==> config.mk <==
export PLATFORM = sky130hd
export DESIGN_NAME = bic_top
export DESIGN_NICKNAME = d
export VERILOG_FILES = /design/src/rtl/bic_pkg.sv /design/src/rtl/bic_idle_decode.sv /design/src/rtl/bic_down_timer.sv /design/src/rtl/bic_top.sv
export SDC_FILE = /design/constraint.sdc
export NUM_CORES = 1
export LEC_CHECK = 0
export ABC_AREA = 1
export BUFFER_PORTS_ARGS = -buffer_cell sky130_fd_sc_hd__clkbuf_2
export CAP_MARGIN = 20
export CORE_MARGIN = 1
export CORE_UTILIZATION = 45
export CTS_CLUSTER_SIZE = 28
export DETAILED_ROUTE_END_ITERATION = 6
export PLACE_DENSITY = 0.82
export SYNTH_ARGS = -nofsm -noshare
export SYNTH_HDL_FRONTEND = slang
export SYNTH_SLANG_ARGS = --single-unit
==> constraint.sdc <==
create_clock -name MCLK_I -period 4.4 [get_ports MCLK_I]
set_clock_uncertainty 0.1 [all_clocks]
set_input_delay 1.1 -clock MCLK_I [delete_from_list [all_inputs] [get_ports MCLK_I]]
set_output_delay 1.1 -clock MCLK_I [all_outputs]
set_load 0.01 [all_outputs]
==> src/rtl/bic_pkg.sv <==
// Package for the bus idle cycle inserter: offsets, field layout, types.
package bic_pkg;

	// ********************************************************
	// Register map
	// ********************************************************
	localparam logic [11:0] BIC_SBC_OFFSET = 12'h000; // Space bus control word
	localparam int          BIC_ADDR_W     = 12;      // Decoded address width

	// ********************************************************
	// Field layout of the space bus control word
	// ********************************************************
	localparam int         BIC_FIELD_W  = 3;    // Every idle-count field is 3 bits
	localparam int         BIC_RWD_LSB  = 25;   // Read-write, other space
	localparam int         BIC_RWS_LSB  = 22;   // Read-write, same space
	localparam int         BIC_RRD_LSB  = 19;   // Read-read, other space
	localparam logic [2:0] BIC_IDLE_RST = 3'h3; // Value after reset of each field

	// ********************************************************
	// Timing
	// ********************************************************
	localparam int         BIC_CNT_W    = 4;    // Idle and access counter width
	localparam logic [3:0] BIC_ACC_CYC  = 4'h2; // Strobe-active cycles per access

	// ********************************************************
	// Types
	// ********************************************************
	typedef enum logic [1:0] {
		ST_IDLE   = 2'b00, // Waiting for a request
		ST_ACCESS = 2'b01, // Strobes active
		ST_GAP    = 2'b10  // Inserted idle cycles
	} bic_state_t;

	typedef struct packed {
		logic        sel;    // Slave selected
		logic        enable; // Access phase
		logic        write;  // Direction
		logic [11:0] addr;   // Byte address
		logic [31:0] wdata;  // Write data
	} bic_apb_req_t;

	typedef struct packed {
		logic valid; // Request pending
		logic write; // Write access
		logic own;   // Targets this space
	} bic_acc_req_t;

	typedef struct packed {
		logic [2:0] rd_wr_other; // idle_rd_wr_other_space
		logic [2:0] rd_wr_same;  // idle_rd_wr_same_space
		logic [2:0] rd_rd_other; // idle_rd_rd_other_space
	} bic_fields_t;

endpackage : bic_pkg

==> src/rtl/bic_idle_decode.sv <==
// Decoder from a 3-bit idle-count code to a number of idle cycles.
module bic_idle_decode
	import bic_pkg::*;
(
	input  logic [2:0] code_i,   // Idle-count code
	output logic [3:0] cycles_o  // Idle cycles to insert
);

	// ********************************************************
	// Code table; steps grow by two above code 2
	// ********************************************************
	always_comb begin
		case (code_i)
			3'h0:    cycles_o = 4'h0;
			3'h1:    cycles_o = 4'h1;
			3'h2:    cycles_o = 4'h2;
			3'h3:    cycles_o = 4'h4;
			3'h4:    cycles_o = 4'h6;
			3'h5:    cycles_o = 4'h8;
			3'h6:    cycles_o = 4'hA;
			3'h7:    cycles_o = 4'hC;
			default: cycles_o = 4'h0;
		endcase
	end

endmodule : bic_idle_decode

==> src/rtl/bic_down_timer.sv <==
// Loadable down counter that flags the last cycle of a loaded span.
module bic_down_timer #(
	parameter int W = 4 // Counter width
) (
	input  logic         clk_i,    // Bus clock
	input  logic         rst_n_i,  // Synchronous reset, active low
	input  logic         load_i,   // Load a new span
	input  logic [W-1:0] value_i,  // Span length in cycles
	output logic         expire_o  // Last cycle of the span
);

	logic [W-1:0] count;      // Remaining cycles
	logic [W-1:0] next_count; // Next remaining cycles

	// ********************************************************
	// Next count
	// ********************************************************
	always_comb begin
		next_count = count;
		if (load_i) begin
			next_count = value_i;
		end else if (count != '0) begin
			next_count = count - 1'b1;
		end
	end

	// Register only
	always_ff @(posedge clk_i) begin
		if (!rst_n_i) begin
			count <= '0;
		end else begin
			count <= next_count;
		end
	end

	// A span of N cycles expires on its Nth cycle
	assign expire_o = (count == {{(W-1){1'b0}}, 1'b1});

endmodule : bic_down_timer

==> src/rtl/bic_top.sv <==
// Bus idle cycle inserter: control word on APB and access sequencer.
//
// Overview of operation
// - Read then write same space: field 24:22.
// - Read then read other space: field 21:19.
// - Codes map to 0,1,2,4,6,8,10,12 cycles.
// - Idles follow access end; fields read/write.
// - Bit 25 is field LSB, resets one.
// - Field 27:25 for read then write elsewhere.
module bic_top
	import bic_pkg::*;
#(
	parameter logic [3:0] ACC_CYCLES = BIC_ACC_CYC // Strobe cycles per access
) (
	input  logic                           MCLK_I,      // Bus clock, 25 MHz
	input  logic                           RST_N_I,     // Synchronous reset, active low
	input  logic                           PSEL_I,      // APB select
	input  logic                           PENABLE_I,   // APB access phase
	input  logic                           PWRITE_I,    // APB direction
	input  logic [bic_pkg::BIC_ADDR_W-1:0] PADDR_I,     // APB byte address
	input  logic [31:0]                    PWDATA_I,    // APB write data
	output logic [31:0]                    PRDATA_O,    // APB read data
	output logic                           PREADY_O,    // APB ready
	output logic                           PSLVERR_O,   // APB error, unmapped address
	input  logic                           REQ_VALID_I, // Access request pending
	input  logic                           REQ_WRITE_I, // Request is a write
	input  logic                           REQ_OWN_I,   // Request targets this space
	output logic                           REQ_READY_O, // Request taken this cycle
	output logic                           CS_N_O,      // Chip select of this space
	output logic                           RD_N_O,      // Read strobe
	output logic                           WR_N_O,      // Write strobe
	output logic                           IDLE_GAP_O   // Inserted idle cycles running
);
	import bic_pkg::*;

	// ********************************************************
	// Declarations
	// ********************************************************
	bic_apb_req_t apb;            // Bundled APB request
	bic_acc_req_t acc;            // Bundled access request
	bic_fields_t  fields;         // Stored idle-count fields
	bic_fields_t  next_fields;    // Next idle-count fields
	logic [31:0]  next_prdata;    // Next read data
	logic         hit;            // Address hits the control word
	logic [31:0]  word;           // Assembled control word
	bic_state_t   state;          // Sequencer state
	bic_state_t   next_state;     // Next sequencer state
	logic         last_rd;        // Last access was a read of this space and its idles are not yet inserted
	logic         next_last_rd;   // Next value of last_rd
	logic         cur_write;      // Direction of running access
	logic         next_cur_write; // Next direction
	logic         cur_own;        // Running access targets this space
	logic         next_cur_own;   // Next target
	logic         next_cs_n;      // Next chip select
	logic         next_rd_n;      // Next read strobe
	logic         next_wr_n;      // Next write strobe
	logic [2:0]   gap_code;       // Field chosen for the pending pair
	logic [3:0]   gap_cycles;     // Decoded idle cycles
	logic         need_gap;       // Idle cycles owed before the request
	logic         tmr_load;       // Start a span
	logic [3:0]   tmr_value;      // Span length
	logic         tmr_expire;     // Span on its last cycle

	assign apb = '{sel: PSEL_I, enable: PENABLE_I, write: PWRITE_I,
		addr: PADDR_I, wdata: PWDATA_I};
	assign acc = '{valid: REQ_VALID_I, write: REQ_WRITE_I, own: REQ_OWN_I};

	// ********************************************************
	// APB slave
	// ********************************************************

	// Zero-wait slave; only one word is mapped
	assign hit       = (apb.addr == BIC_SBC_OFFSET);
	assign PREADY_O  = 1'b1;
	assign PSLVERR_O = apb.sel && apb.enable && !hit;

	// Unimplemented and reserved bits read as zero
	always_comb begin
		word = 32'h0000_0000;
		word[BIC_RWD_LSB +: BIC_FIELD_W] = fields.rd_wr_other;
		word[BIC_RWS_LSB +: BIC_FIELD_W] = fields.rd_wr_same;
		word[BIC_RRD_LSB +: BIC_FIELD_W] = fields.rd_rd_other;
	end

	// Write lands in the access phase; read data is loaded in setup
	always_comb begin
		next_fields = fields;
		next_prdata = PRDATA_O;
		if (apb.sel && apb.enable && apb.write && hit) begin
			next_fields.rd_wr_other = apb.wdata[BIC_RWD_LSB +: BIC_FIELD_W];
			next_fields.rd_wr_same  = apb.wdata[BIC_RWS_LSB +: BIC_FIELD_W];
			next_fields.rd_rd_other = apb.wdata[BIC_RRD_LSB +: BIC_FIELD_W];
		end
		if (apb.sel && !apb.enable && !apb.write) begin
			// Unmapped reads return zero
			next_prdata = hit ? word : 32'h0000_0000;
		end
	end

	// Register only; every field comes up as code 3
	always_ff @(posedge MCLK_I) begin
		if (!RST_N_I) begin
			fields   <= '{BIC_IDLE_RST, BIC_IDLE_RST, BIC_IDLE_RST};
			PRDATA_O <= 32'h0000_0000;
		end else begin
			fields   <= next_fields;
			PRDATA_O <= next_prdata;
		end
	end

	// ********************************************************
	// Idle selection
	// ********************************************************

	// Only a read of this space owes idles; same-space read-read is
	// handled by a field outside this block, so it owes none here
	always_comb begin
		gap_code = 3'h0;
		if (last_rd && acc.valid) begin
			if (acc.own && acc.write) begin
				gap_code = fields.rd_wr_same;
			end else if (!acc.own && acc.write) begin
				gap_code = fields.rd_wr_other;
			end else if (!acc.own) begin
				gap_code = fields.rd_rd_other;
			end
		end
	end

	bic_idle_decode u_decode (
		.code_i   (gap_code),
		.cycles_o (gap_cycles)
	);

	assign need_gap = (gap_cycles != 4'h0);

	// Request is only taken once no idles are owed
	assign REQ_READY_O = (state == ST_IDLE) && !need_gap;
	assign IDLE_GAP_O  = (state == ST_GAP);

	// ********************************************************
	// Span timer shared by accesses and idle gaps
	// ********************************************************
	bic_down_timer #(
		.W (BIC_CNT_W)
	) u_timer (
		.clk_i    (MCLK_I),
		.rst_n_i  (RST_N_I),
		.load_i   (tmr_load),
		.value_i  (tmr_value),
		.expire_o (tmr_expire)
	);

	// ********************************************************
	// Access sequencer
	// ********************************************************

	// Next state, strobes and access history
	always_comb begin
		next_state     = state;
		next_last_rd   = last_rd;
		next_cur_write = cur_write;
		next_cur_own   = cur_own;
		next_cs_n      = CS_N_O;
		next_rd_n      = RD_N_O;
		next_wr_n      = WR_N_O;
		tmr_load       = 1'b0;
		tmr_value      = ACC_CYCLES;
		case (state)
			ST_IDLE: begin
				if (acc.valid && need_gap) begin
					// Idles sit after the ended access, before the next
					next_state   = ST_GAP;
					tmr_load     = 1'b1;
					tmr_value    = gap_cycles;
					next_last_rd = 1'b0;
				end else if (acc.valid) begin
					next_state     = ST_ACCESS;
					tmr_load       = 1'b1;
					next_cur_write = acc.write;
					next_cur_own   = acc.own;
					next_cs_n      = !acc.own;
					next_rd_n      = acc.write;
					next_wr_n      = !acc.write;
				end
			end
			ST_ACCESS: begin
				if (tmr_expire) begin
					next_state   = ST_IDLE;
					next_last_rd = cur_own && !cur_write;
					next_cs_n    = 1'b1;
					next_rd_n    = 1'b1;
					next_wr_n    = 1'b1;
				end
			end
			ST_GAP: begin
				// Strobes stay high for the whole gap
				if (tmr_expire) begin
					next_state = ST_IDLE;
				end
			end
			default: begin
				next_state = ST_IDLE;
				next_cs_n  = 1'b1;
				next_rd_n  = 1'b1;
				next_wr_n  = 1'b1;
			end
		endcase
	end

	// Register only
	always_ff @(posedge MCLK_I) begin
		if (!RST_N_I) begin
			state     <= ST_IDLE;
			last_rd   <= 1'b0;
			cur_write <= 1'b0;
			cur_own   <= 1'b0;
			CS_N_O    <= 1'b1;
			RD_N_O    <= 1'b1;
			WR_N_O    <= 1'b1;
		end else begin
			state     <= next_state;
			last_rd   <= next_last_rd;
			cur_write <= next_cur_write;
			cur_own   <= next_cur_own;
			CS_N_O    <= next_cs_n;
			RD_N_O    <= next_rd_n;
			WR_N_O    <= next_wr_n;
		end
	end
endmodule : bic_top

Word-level counts from Yosys, hierarchy flattened
Memory sizes are Yosys's and may differ from the RTL's.
Index checks and enable logic that the tools add are counted.

word-level totals
  bits in registers = 53
  bits in read-only memories = 32
  output and inout bits = 39
  logic and storage cells = 84
  memories = 1

memory list
  memory           words  width  read ports  clocked after memory_dff  write ports  RTL line               RTL
  (no name shown)  8      4      1           0                         0            bic_idle_decode.sv:13  case (code_i)

cells by class
  add/subtract/negate cells = 1
  equality and inequality tests = 9
  muxes and demuxes = 29
  bitwise gates (word level) = 2
  reductions and logical operators = 30

operators by type and width
  operator               count
  $mux W28               1
  $mux W4                4
  $logic_and A1 B1 Y1    12
  $logic_not A12 Y1      1
  $mux W1                12
  $mux W3                4
  $pmux W1 S3            3
  $reduce_bool A4 Y1     2
  $logic_not A1 Y1       7
  $mux W2                3
  $ne A2 B2 Y1 const B   3
  $reduce_and A3 Y1      2
  $eq A4 B1 Y1 const B   1
  $ne A2 B1 Y1 const B   2
  $pmux W2 S2            1
  $reduce_and A4 Y1      1
  $reduce_bool A2 Y1     2
  $sub A4 B1 Y4 const B  1
  $ne A3 B2 Y1 const B   1
  $eq A2 B1 Y1 const B   1
  $eq A2 B2 Y1 const B   1
  $logic_not A2 Y1       1
  $not A1 Y1             2
  $pmux W1 S2            1
  other kinds (2)        2

Depth between registers and ports, before layout
Gate-level depths: netlist (run 1).
An unclocked memory read counts as a cell.

  depth after elaboration = 11
  mapped depth = 15

Modules after synthesis
From an unflattened synthesis (run 1), not the netlist that was laid out.

unflattened totals
  cell total of the unflattened synthesis = 288
  area, all modules = 1,929.4 um^2

modules (own cells, without submodules)
  module           instances  cells each  area an instance (um^2)
  bic_top          1          230         1,554.0
  bic_down_timer   1          41          276.5
  bic_idle_decode  1          17          98.8

Least setup slack after synthesis (run 1)
No wires, ideal clock.

  kind = in2out
  from = in REQ_WRITE_I
  to = out REQ_READY_O
  arrival time = 2.321 ns
  path slack = 0.879 ns
  stages on the path = 12
  buffers on the path = 1
  path through = buf_6 -> nor2_2 -> nand2_1 -> nand3_2 -> nand2_4 -> inv_2 -> ha_1 -> inv_1 -> nand3_1 -> nand2_4 -> nand3_2 -> inv_1

between the ends
  word-level cells in the longest chain between the ends = 8

ends and longest elaborated chain
  item                   RTL line        RTL
  from (decl)            bic_top.sv:26   input logic REQ_WRITE_I,
  $logic_and A1 B1 Y1    bic_top.sv:122  end else if (!acc.own && acc.write) begin
  $mux W3                bic_top.sv:122
  $mux W3 *              bic_top.sv:120  if (acc.own && acc.write) begin
  $mux W3 *              bic_top.sv:119  if (last_rd && acc.valid) begin
  $mem_v2 Z8 W4 *        -
  $reduce_bool A4 Y1 *   bic_top.sv:135  assign need_gap = (gap_cycles != 4'h0);
  $logic_not A1 Y1 *     bic_top.sv:138  assign REQ_READY_O = (state == ST_IDLE) && !need_gap;
  $logic_and A1 B1 Y1 *  bic_top.sv:138
  to (decl)              bic_top.sv:28   output logic REQ_READY_O,

Every way passes the cells marked *; elsewhere a longest branch is shown, timed or not.

Worst setup path after layout (run 1)
Ends and elaborated chain as after synthesis.

==> reports/metrics.cfg, run 1 <==
[clock_network]
htree_num_levels = 2
cts_buffers = 5
clk_pin_slew_worst_paths_ns = 0.06
clkLatencyLatePin_ns = 0.28
ctsRootBufferMaster = clkbuf_8
ctsHoldBuffers = 0
cts_tree = built
post_cts_resized = 0
clock_sinks = 30
post_cts_buffers = 0
cts.path.max_buffers = 2

[critical_path]
cp-end-kind = primary output
crit_arrival_ns = 2.63
crit_chain = clkbuf_2 > nor2_2 > nand2_1 > nand3_2 > nand2_4 > inv_2 > ha_1 > inv_1 > nand3_1 > nand2_4 > nand3_2 > inv_1 > clkbuf_2
r2r-start = fields[6]
crit_start = REQ_WRITE_I
slowest_stage = ha_1
start_kind = input pin
required_ns = 3.20
crit_path_max_fanout = 10
cp.buffers_inverters = 5
critical_path_class = input pin to primary output
worst-r2r-setup-slack_ns = 2.52
max_stage_delay_ns = 0.28
crit_family = simple AND/OR/NAND/NOR gates

[final_layout]
synthToLayoutAreaGrowth_pct = 12.6
n_antenna_cell = 0
multi_input_area_sq_um = 1070
fillers = 380
fin_cells = 342
seq_area_sq_um = 601
drive_above_1_share = 0.274
utilization = 0.528
num-nets-final = 353

[yosys]
synth_top_family_by_area = simple AND/OR/NAND/NOR gates
synth_top_cell_area_share = 0.318
yosysMostFrequentCell = nand2_1
yosysTopAreaCell = dfxtp_1
yosys_warnings = 0
synth_area_sq_um = 1890
synth_area_per_cell_sq_um = 7.59
async_flop_share = 0
yosys-top-cells-count = 51 x nand2_1, 30 x dfxtp_1, 24 x buf_4
syn_inst = 249
synth_ff_type = dfxtp_1
synth_fa_ha_area_frac = 0.0662
yosys.cell_types.count = 35
yosys.area_share.simple = 0.347
synth-seq-cells = 30
synth-edff-count = 0
synth-compound-area-share = 0.0987
synth_area_leaders = dfxtp_1 32%, nand2_1 10%, buf_4 9.5%, ha_1 6.6%, nand3_1 6.1%
synth_xor_area_frac = 0.00927
synth_mux_area_frac = 0
yosysSeqAreaShare = 0.318

[floorplan]
die_w_um = 66.8
die_area_sq_um = 4460
start_util = 0.469
core_sq_um = 4030
ios = 91
die_h_um = 66.8
rows = 23

[pwr]
total_power_mw = 0.755
powerDensity_nw_per_um2 = 355
leakage_nw = 1.08
ir_worst_vdd_uv = 129

[route]
wl_met1_um = 1570
wl_met2_um = 1730
drt_iter0_markers = 67
firstDrtPassIters = 4
top_layer_used = met4
wirelength_um = 3630
vias_per_cell = 4.84
drcViolationCount = 0
vias = 1656
wl_per_cell_um = 10.6
ant_nets = 0
dr_wl_met3_um = 226

[placement]
gp_congestion = 0.812
io_buffers = 43
dp_hpwl_um = 2800
place_ws_ns = 0.559
placed_cells = 334

[timing]
rsz0062_at_grt = no
hold_viol = 0
relSlewSlack = 0.450
fin_crit_ns = 3.83
drv_slew = 0
worst_slack_ns = 0.572
fin_tns_setup_ns = 0
setup_viol = 0
tightest_slew_ns = 0.821
period_share = 0.870
max_freq_mhz = 261

[grt]
grt_usage = 0.186
grt_overflow = 0
grt_max_degree = 25
grt_pass1_wl_um = 6100
grt_pass1_vias = 1489
antenna_found_initial = 0

[run]
cap_viol_max_count = 0

[min_path]
hold_path.class = flip-flop to flip-flop
worstHoldStart = RD_N_O

[outcome]
outcome = finished clean

[registers in the layout (all words and copies together), names as in the netlist]
| signal | flops |
|---|---|
| cur_own | 1 |
| CS_N_O | 1 |
| WR_N_O | 1 |
| u_timer.count | 4 |
| PRDATA_O | 9 |
| last_rd | 1 |
| RD_N_O | 1 |
| state | 2 |
| fields | 9 |
| cur_write | 1 |
[where the power goes]
part           internal, mW  leakage, nW  switching, mW  total, mW
clock network         0.126       0.0482          0.101      0.227
logic                0.0818        0.787          0.129      0.211
registers             0.300        0.245         0.0170      0.317
[cell type report]
type	instances	area share
multi-input cells	192	0.505
well taps	50	0.0294
clock inverters	1	0.00235
repair buffers	44	0.105
clock buffers	7	0.0406
flip-flops and latches	30	0.282
inverters	18	0.0353
[tightest hold or removal path, cell delays in order (launching register included)]
cell     delay, ns
dfxtp_1       0.32
nand2_1       0.05
nand3_1       0.05
[worst paths after layout]
kind,to,cells past startpoint
worst max-delay path,REQ_READY_O,13
worst min-delay path,RD_N_O,2
worst max register to register,CS_N_O,13
worst min register to register,RD_N_O,2
[kinds of logic (layout without fill, tap and decap cells)]
logic type,Yosys count,count (layout)
xor gates and xnor gates,2,2
and+or+nand+nor,122,122
AOI/OAI and AO/OA,34,34
other,2,24
buffers and inverters,49,70
adders and majority gates,10,10
DFF,30,30
[per-layer routing]
| layer | global-route usage | vias to the layer above |
|---|---|---|
| met3 | 0.0771 | 9 |
| met5 | 0 | - |
| met4 | 0.122 | 0 |
| met1 | 0.194 | 737 |
| li1 | - | 863 |
| met2 | 0.306 | 47 |
[cells in the final DEF, fill, tap and decap left out, drive strengths merged]
cell / instances
o21ai: 14
nand4: 11
nor4: 2
xnor2: 1
xor2: 1
ha: 10
nand2: 59
nor3b: 1
clkbuf: 50
a21oi: 19
inv: 17
dfxtp: 30
conb: 24
nor2: 14
a31oi: 1
nand3: 32
or2: 2
buf: 1
clkinv: 2
nor3: 1
[metrics by stage]
step,hold slack [ns],instance area [sq um]
detailed placement,0.343,2040
CTS,0.359,2130
global route,0.387,2130
floorplan,0.340,1970
finish,0.357,2130
global placement,0.340,2040
(Power assumes the default switching activity.)
==> run 2: changes to the inputs <==
--- a/config.mk
+++ b/config.mk
@@ -8,6 +8,7 @@
 export ABC_AREA = 1
 export BUFFER_PORTS_ARGS = -buffer_cell sky130_fd_sc_hd__clkbuf_2
 export CAP_MARGIN = 20
+export CORE_ASPECT_RATIO = 0.6
 export CORE_MARGIN = 1
 export CORE_UTILIZATION = 45
 export CTS_CLUSTER_SIZE = 28
==> reports/metrics.cfg, run 2 (synthesis results as in run 1) <==
[clock_network]
cts_tree = built
ctsHoldBuffers = 0
clock_sinks = 30
post_cts_resized = 0
post_cts_buffers = 0
clk_pin_slew_worst_paths_ns = 0.07
cts_buffers = 5
ctsRootBufferMaster = clkbuf_8
htree_num_levels = 2
clkLatencyLatePin_ns = 0.28
cts.path.max_buffers = 2

[route]
firstDrtPassIters = 4
wirelength_um = 4070
drt_iter0_markers = 93
vias_per_cell = 4.85
ant_nets = 0
vias = 1693
drcViolationCount = 0
wl_per_cell_um = 11.7

[grt]
grt_pass1_wl_um = 6760
antenna_found_initial = 0
grt_max_degree = 25
grt_overflow = 0
grt_pass1_vias = 1419
grt_usage = 0.202

[critical_path]
cp.buffers_inverters = 6
start_kind = input pin
cp-end-kind = primary output
crit_arrival_ns = 2.69
r2r-start = fields[6]
crit_family = simple AND/OR/NAND/NOR gates
slowest_stage = ha_1
crit_start = REQ_OWN_I
crit_chain = clkbuf_2 > inv_2 > nand3_1 > nand3_2 > nand2_4 > inv_2 > ha_1 > inv_1 > nand3_1 > nand2_4 > nand3_2 > inv_1 > clkbuf_2
max_stage_delay_ns = 0.28
critical_path_class = input pin to primary output
required_ns = 3.20
crit_path_max_fanout = 7

[timing]
fin_crit_ns = 3.89
holdWs_ns = 0.365
relSlewSlack = 0.401
period_share = 0.885
rsz0062_at_grt = no
fin_tns_setup_ns = 0
max_freq_mhz = 257
hold_viol = 0
tightest_slew_ns = 0.895
setup_viol = 0
drv_slew = 0

[floorplan]
start_util = 0.491
die_w_um = 85.7
rows = 17
ios = 91
core_sq_um = 3850
die_area_sq_um = 4470
die_h_um = 52.2

[final_layout]
reg_top3 = PRDATA_O x9, fields x9, u_timer.count x4
drive_above_1_share = 0.277
num-nets-final = 353
final_cell_mix = 51 x nand2_1, 43 x clkbuf_2, 30 x dfxtp_1, 24 x conb_1, 23 x nand3_1
mostFrequentLayoutCell = nand2_1
synthToLayoutAreaGrowth_pct = 14.2
n_antenna_cell = 0

[min_path]
hold_path.class = flip-flop to flip-flop
worstHoldStart = RD_N_O

[placement]
dp_hpwl_um = 3110
gp_congestion = 0.862
io_buffers = 43

[pwr]
ir_worst_vdd_uv = 175
total_power_mw = 0.813
leakage_nw = 1.08
powerDensity_nw_per_um2 = 377

[run]
cap_viol_max_count = 0

[outcome]
outcome = finished clean

==> run 2: cell types whose count changed in the layout (fill, tap and decap cells not counted) <==
cell and change:
clkbuf_1 -1, clkinvlp_4 +2, clkbuf_8 -1, bufinv_16 +1, clkinv_2 -1
==> run 2: tightest hold or removal path: cells and delay by family (launching register included) <==
kind / cells / cell delay (ns)
flops: 1 / 0.33
simple gates: 2 / 0.10
==> run 2: path summary, 6_finish.rpt <==
| path | end | slack [ns] | cells after the start |
|---|---|---|---|
| min | RD_N_O | 0.37 | 2 |
| min reg2reg | RD_N_O | 0.37 | 2 |
| max | REQ_READY_O | 0.51 | 13 |
| max reg2reg | WR_N_O | 2.46 | 13 |
==> run 2: final cells by class <==
cell class	instances	area (sq um)
Fill cell	372	1690
Sequential cell	30	601
Tap cell	57	71.3
Clock inverter	3	45.0
Timing Repair Buffer	44	223
Inverter	18	75.1
Multi-Input combinational cell	192	1070
Clock buffer	5	68.8
==> run 2: power breakdown <==
group          switching (mW)  internal [mW]
combinational           0.132         0.0816
clock                   0.111          0.168
sequential             0.0200          0.300
==> run 2: per-layer routing <==
layer	vias up	global-route usage	routed length, um
li1	867	-	-
met1	757	0.288	2010
met2	65	0.279	1710
met3	4	0.0724	326
met4	0	0.0639	17
met5	-	0	0
==> run 2: metrics by stage <==
stage               setup WS (ns)  std cells  cell area, sq um   util
floorplan                   0.879        271              1970      -
global placement            0.587        341              2040  0.531
detailed placement          0.524        341              2040  0.531
CTS                         0.517        349              2160  0.561
global route                0.354        349              2160  0.561
finish                      0.505        349              2160  0.561
==> run 3: changes to the inputs <==
--- a/config.mk
+++ b/config.mk
@@ -13,7 +13,7 @@
 export CORE_UTILIZATION = 45
 export CTS_CLUSTER_SIZE = 28
 export DETAILED_ROUTE_END_ITERATION = 6
-export PLACE_DENSITY = 0.82
+export PLACE_DENSITY = 0.79
 export SYNTH_ARGS = -nofsm -noshare
 export SYNTH_HDL_FRONTEND = slang
 export SYNTH_SLANG_ARGS = --single-unit
==> reports/metrics.cfg, run 3 (synthesis results as in run 1) <==
[outcome]
outcome = finished clean

[final_layout]
fin_cells = 349
utilization = 0.560
reg_top3 = PRDATA_O x9, fields x9, u_timer.count x4
mostFrequentLayoutCell = nand2_1
drive_above_1_share = 0.277
final_cell_mix = 51 x nand2_1, 43 x clkbuf_2, 30 x dfxtp_1, 24 x conb_1, 23 x nand3_1
num-nets-final = 353
fin_area_sq_um = 2150
synthToLayoutAreaGrowth_pct = 14.0
n_antenna_cell = 0

[floorplan]
core_sq_um = 3850
rows = 17
die_area_sq_um = 4470
ios = 91
start_util = 0.491
die_h_um = 52.2
die_w_um = 85.7

[critical_path]
crit_family = simple AND/OR/NAND/NOR gates
start_kind = input pin
cp.buffers_inverters = 5
slowest_stage = ha_1
cp-end-kind = primary output
max_stage_delay_ns = 0.28
required_ns = 3.20
crit_chain = clkbuf_2 > nor2_2 > nand2_1 > nand3_2 > nand2_4 > inv_2 > ha_1 > inv_1 > nand3_1 > nand2_4 > nand3_2 > inv_1 > clkbuf_2
crit_arrival_ns = 2.63
critical_path_class = input pin to primary output
crit_path_max_fanout = 10

[timing]
period_share = 0.871
tightest_slew_ns = 0.909
hold_viol = 0
drv_slew = 0
relSlewSlack = 0.392
max_freq_mhz = 261
holdWs_ns = 0.366
setup_viol = 0
fin_crit_ns = 3.83
worst_slack_ns = 0.567
fin_tns_setup_ns = 0
rsz0062_at_grt = no

[clock_network]
ctsHoldBuffers = 0
post_cts_buffers = 0
ctsRootBufferMaster = clkbuf_8
htree_num_levels = 2
clk_pin_slew_worst_paths_ns = 0.06
cts.path.max_buffers = 2
clkLatencyLatePin_ns = 0.28
clock_sinks = 30
cts_buffers = 5
post_cts_resized = 0
cts_tree = built

[placement]
dp_hpwl_um = 3020
gp_congestion = 0.815
io_buffers = 43
placed_cells = 341
placed_cell_area_sq_um = 2040
place_ws_ns = 0.571

[route]
drt_iter0_markers = 79
vias_per_cell = 4.71
drcViolationCount = 0
wl_per_cell_um = 11.1
ant_nets = 0
firstDrtPassIters = 4
wirelength_um = 3890
vias = 1645

[grt]
antenna_found_initial = 0
grt_overflow = 0
grt_max_degree = 25
grt_pass1_vias = 1424
grt_usage = 0.191
grt_pass1_wl_um = 6420

[pwr]
leakage_nw = 1.09
total_power_mw = 0.790
powerDensity_nw_per_um2 = 367
ir_worst_vdd_uv = 132

[min_path]
hold_path.class = flip-flop to flip-flop

[run]
cap_viol_max_count = 0

==> run 3: cell types whose count changed in the layout (fill, tap and decap cells not counted), sizes merged <==
| cell | delta |
|---|---|
| clkbuf | +3 |
| clkinvlp | -2 |
| bufinv | -1 |
==> run 3: power by group <==
group / switching [mW] / internal, mW / leakage [nW]
Sequential: 0.0191 / 0.300 / 0.245
Clock: 0.102 / 0.158 / 0.0575
Combinational: 0.130 / 0.0814 / 0.787
Total: 0.251 / 0.539 / 1.09
==> run 3: per-layer routing <==
layer  wire, um  up-vias  track usage  part of all wire
met5          0        -            0                 0
met4         16        0       0.0583            0.0041
met3        289        3       0.0583             0.074
met2       1560       50        0.279              0.40
met1       2020      730        0.269              0.52
li1           -      862            -                 -
==> run 3: worst paths after layout <==
| check | to | startpoint | cells after the start | slack [ns] |
|---|---|---|---|---|
| hold / removal | CS_N_O | CS_N_O | 2 | 0.37 |
| hold reg to reg | CS_N_O | CS_N_O | 2 | 0.37 |
| setup reg to reg | RD_N_O | fields[6] | 13 | 2.52 |
| setup / recovery | REQ_READY_O | REQ_WRITE_I | 13 | 0.57 |
==> run 3: layout make-up <==
class / instances / area, sq um
Inverter: 18 / 75.1
Sequential cell: 30 / 601
Clock buffer: 8 / 110
Multi-Input combinational cell: 192 / 1070
Fill cell: 369 / 1700
Timing Repair Buffer: 44 / 223
Tap cell: 57 / 71.3
==> run 3: worst register-to-register path: cells and delay by family (launching register included) <==
kind	cells	cell delay (ns)
DFF	1	0.33
buffers and inverters	2	0.11
and+or+nand+nor	10	0.95
adders and majority gates	1	0.28
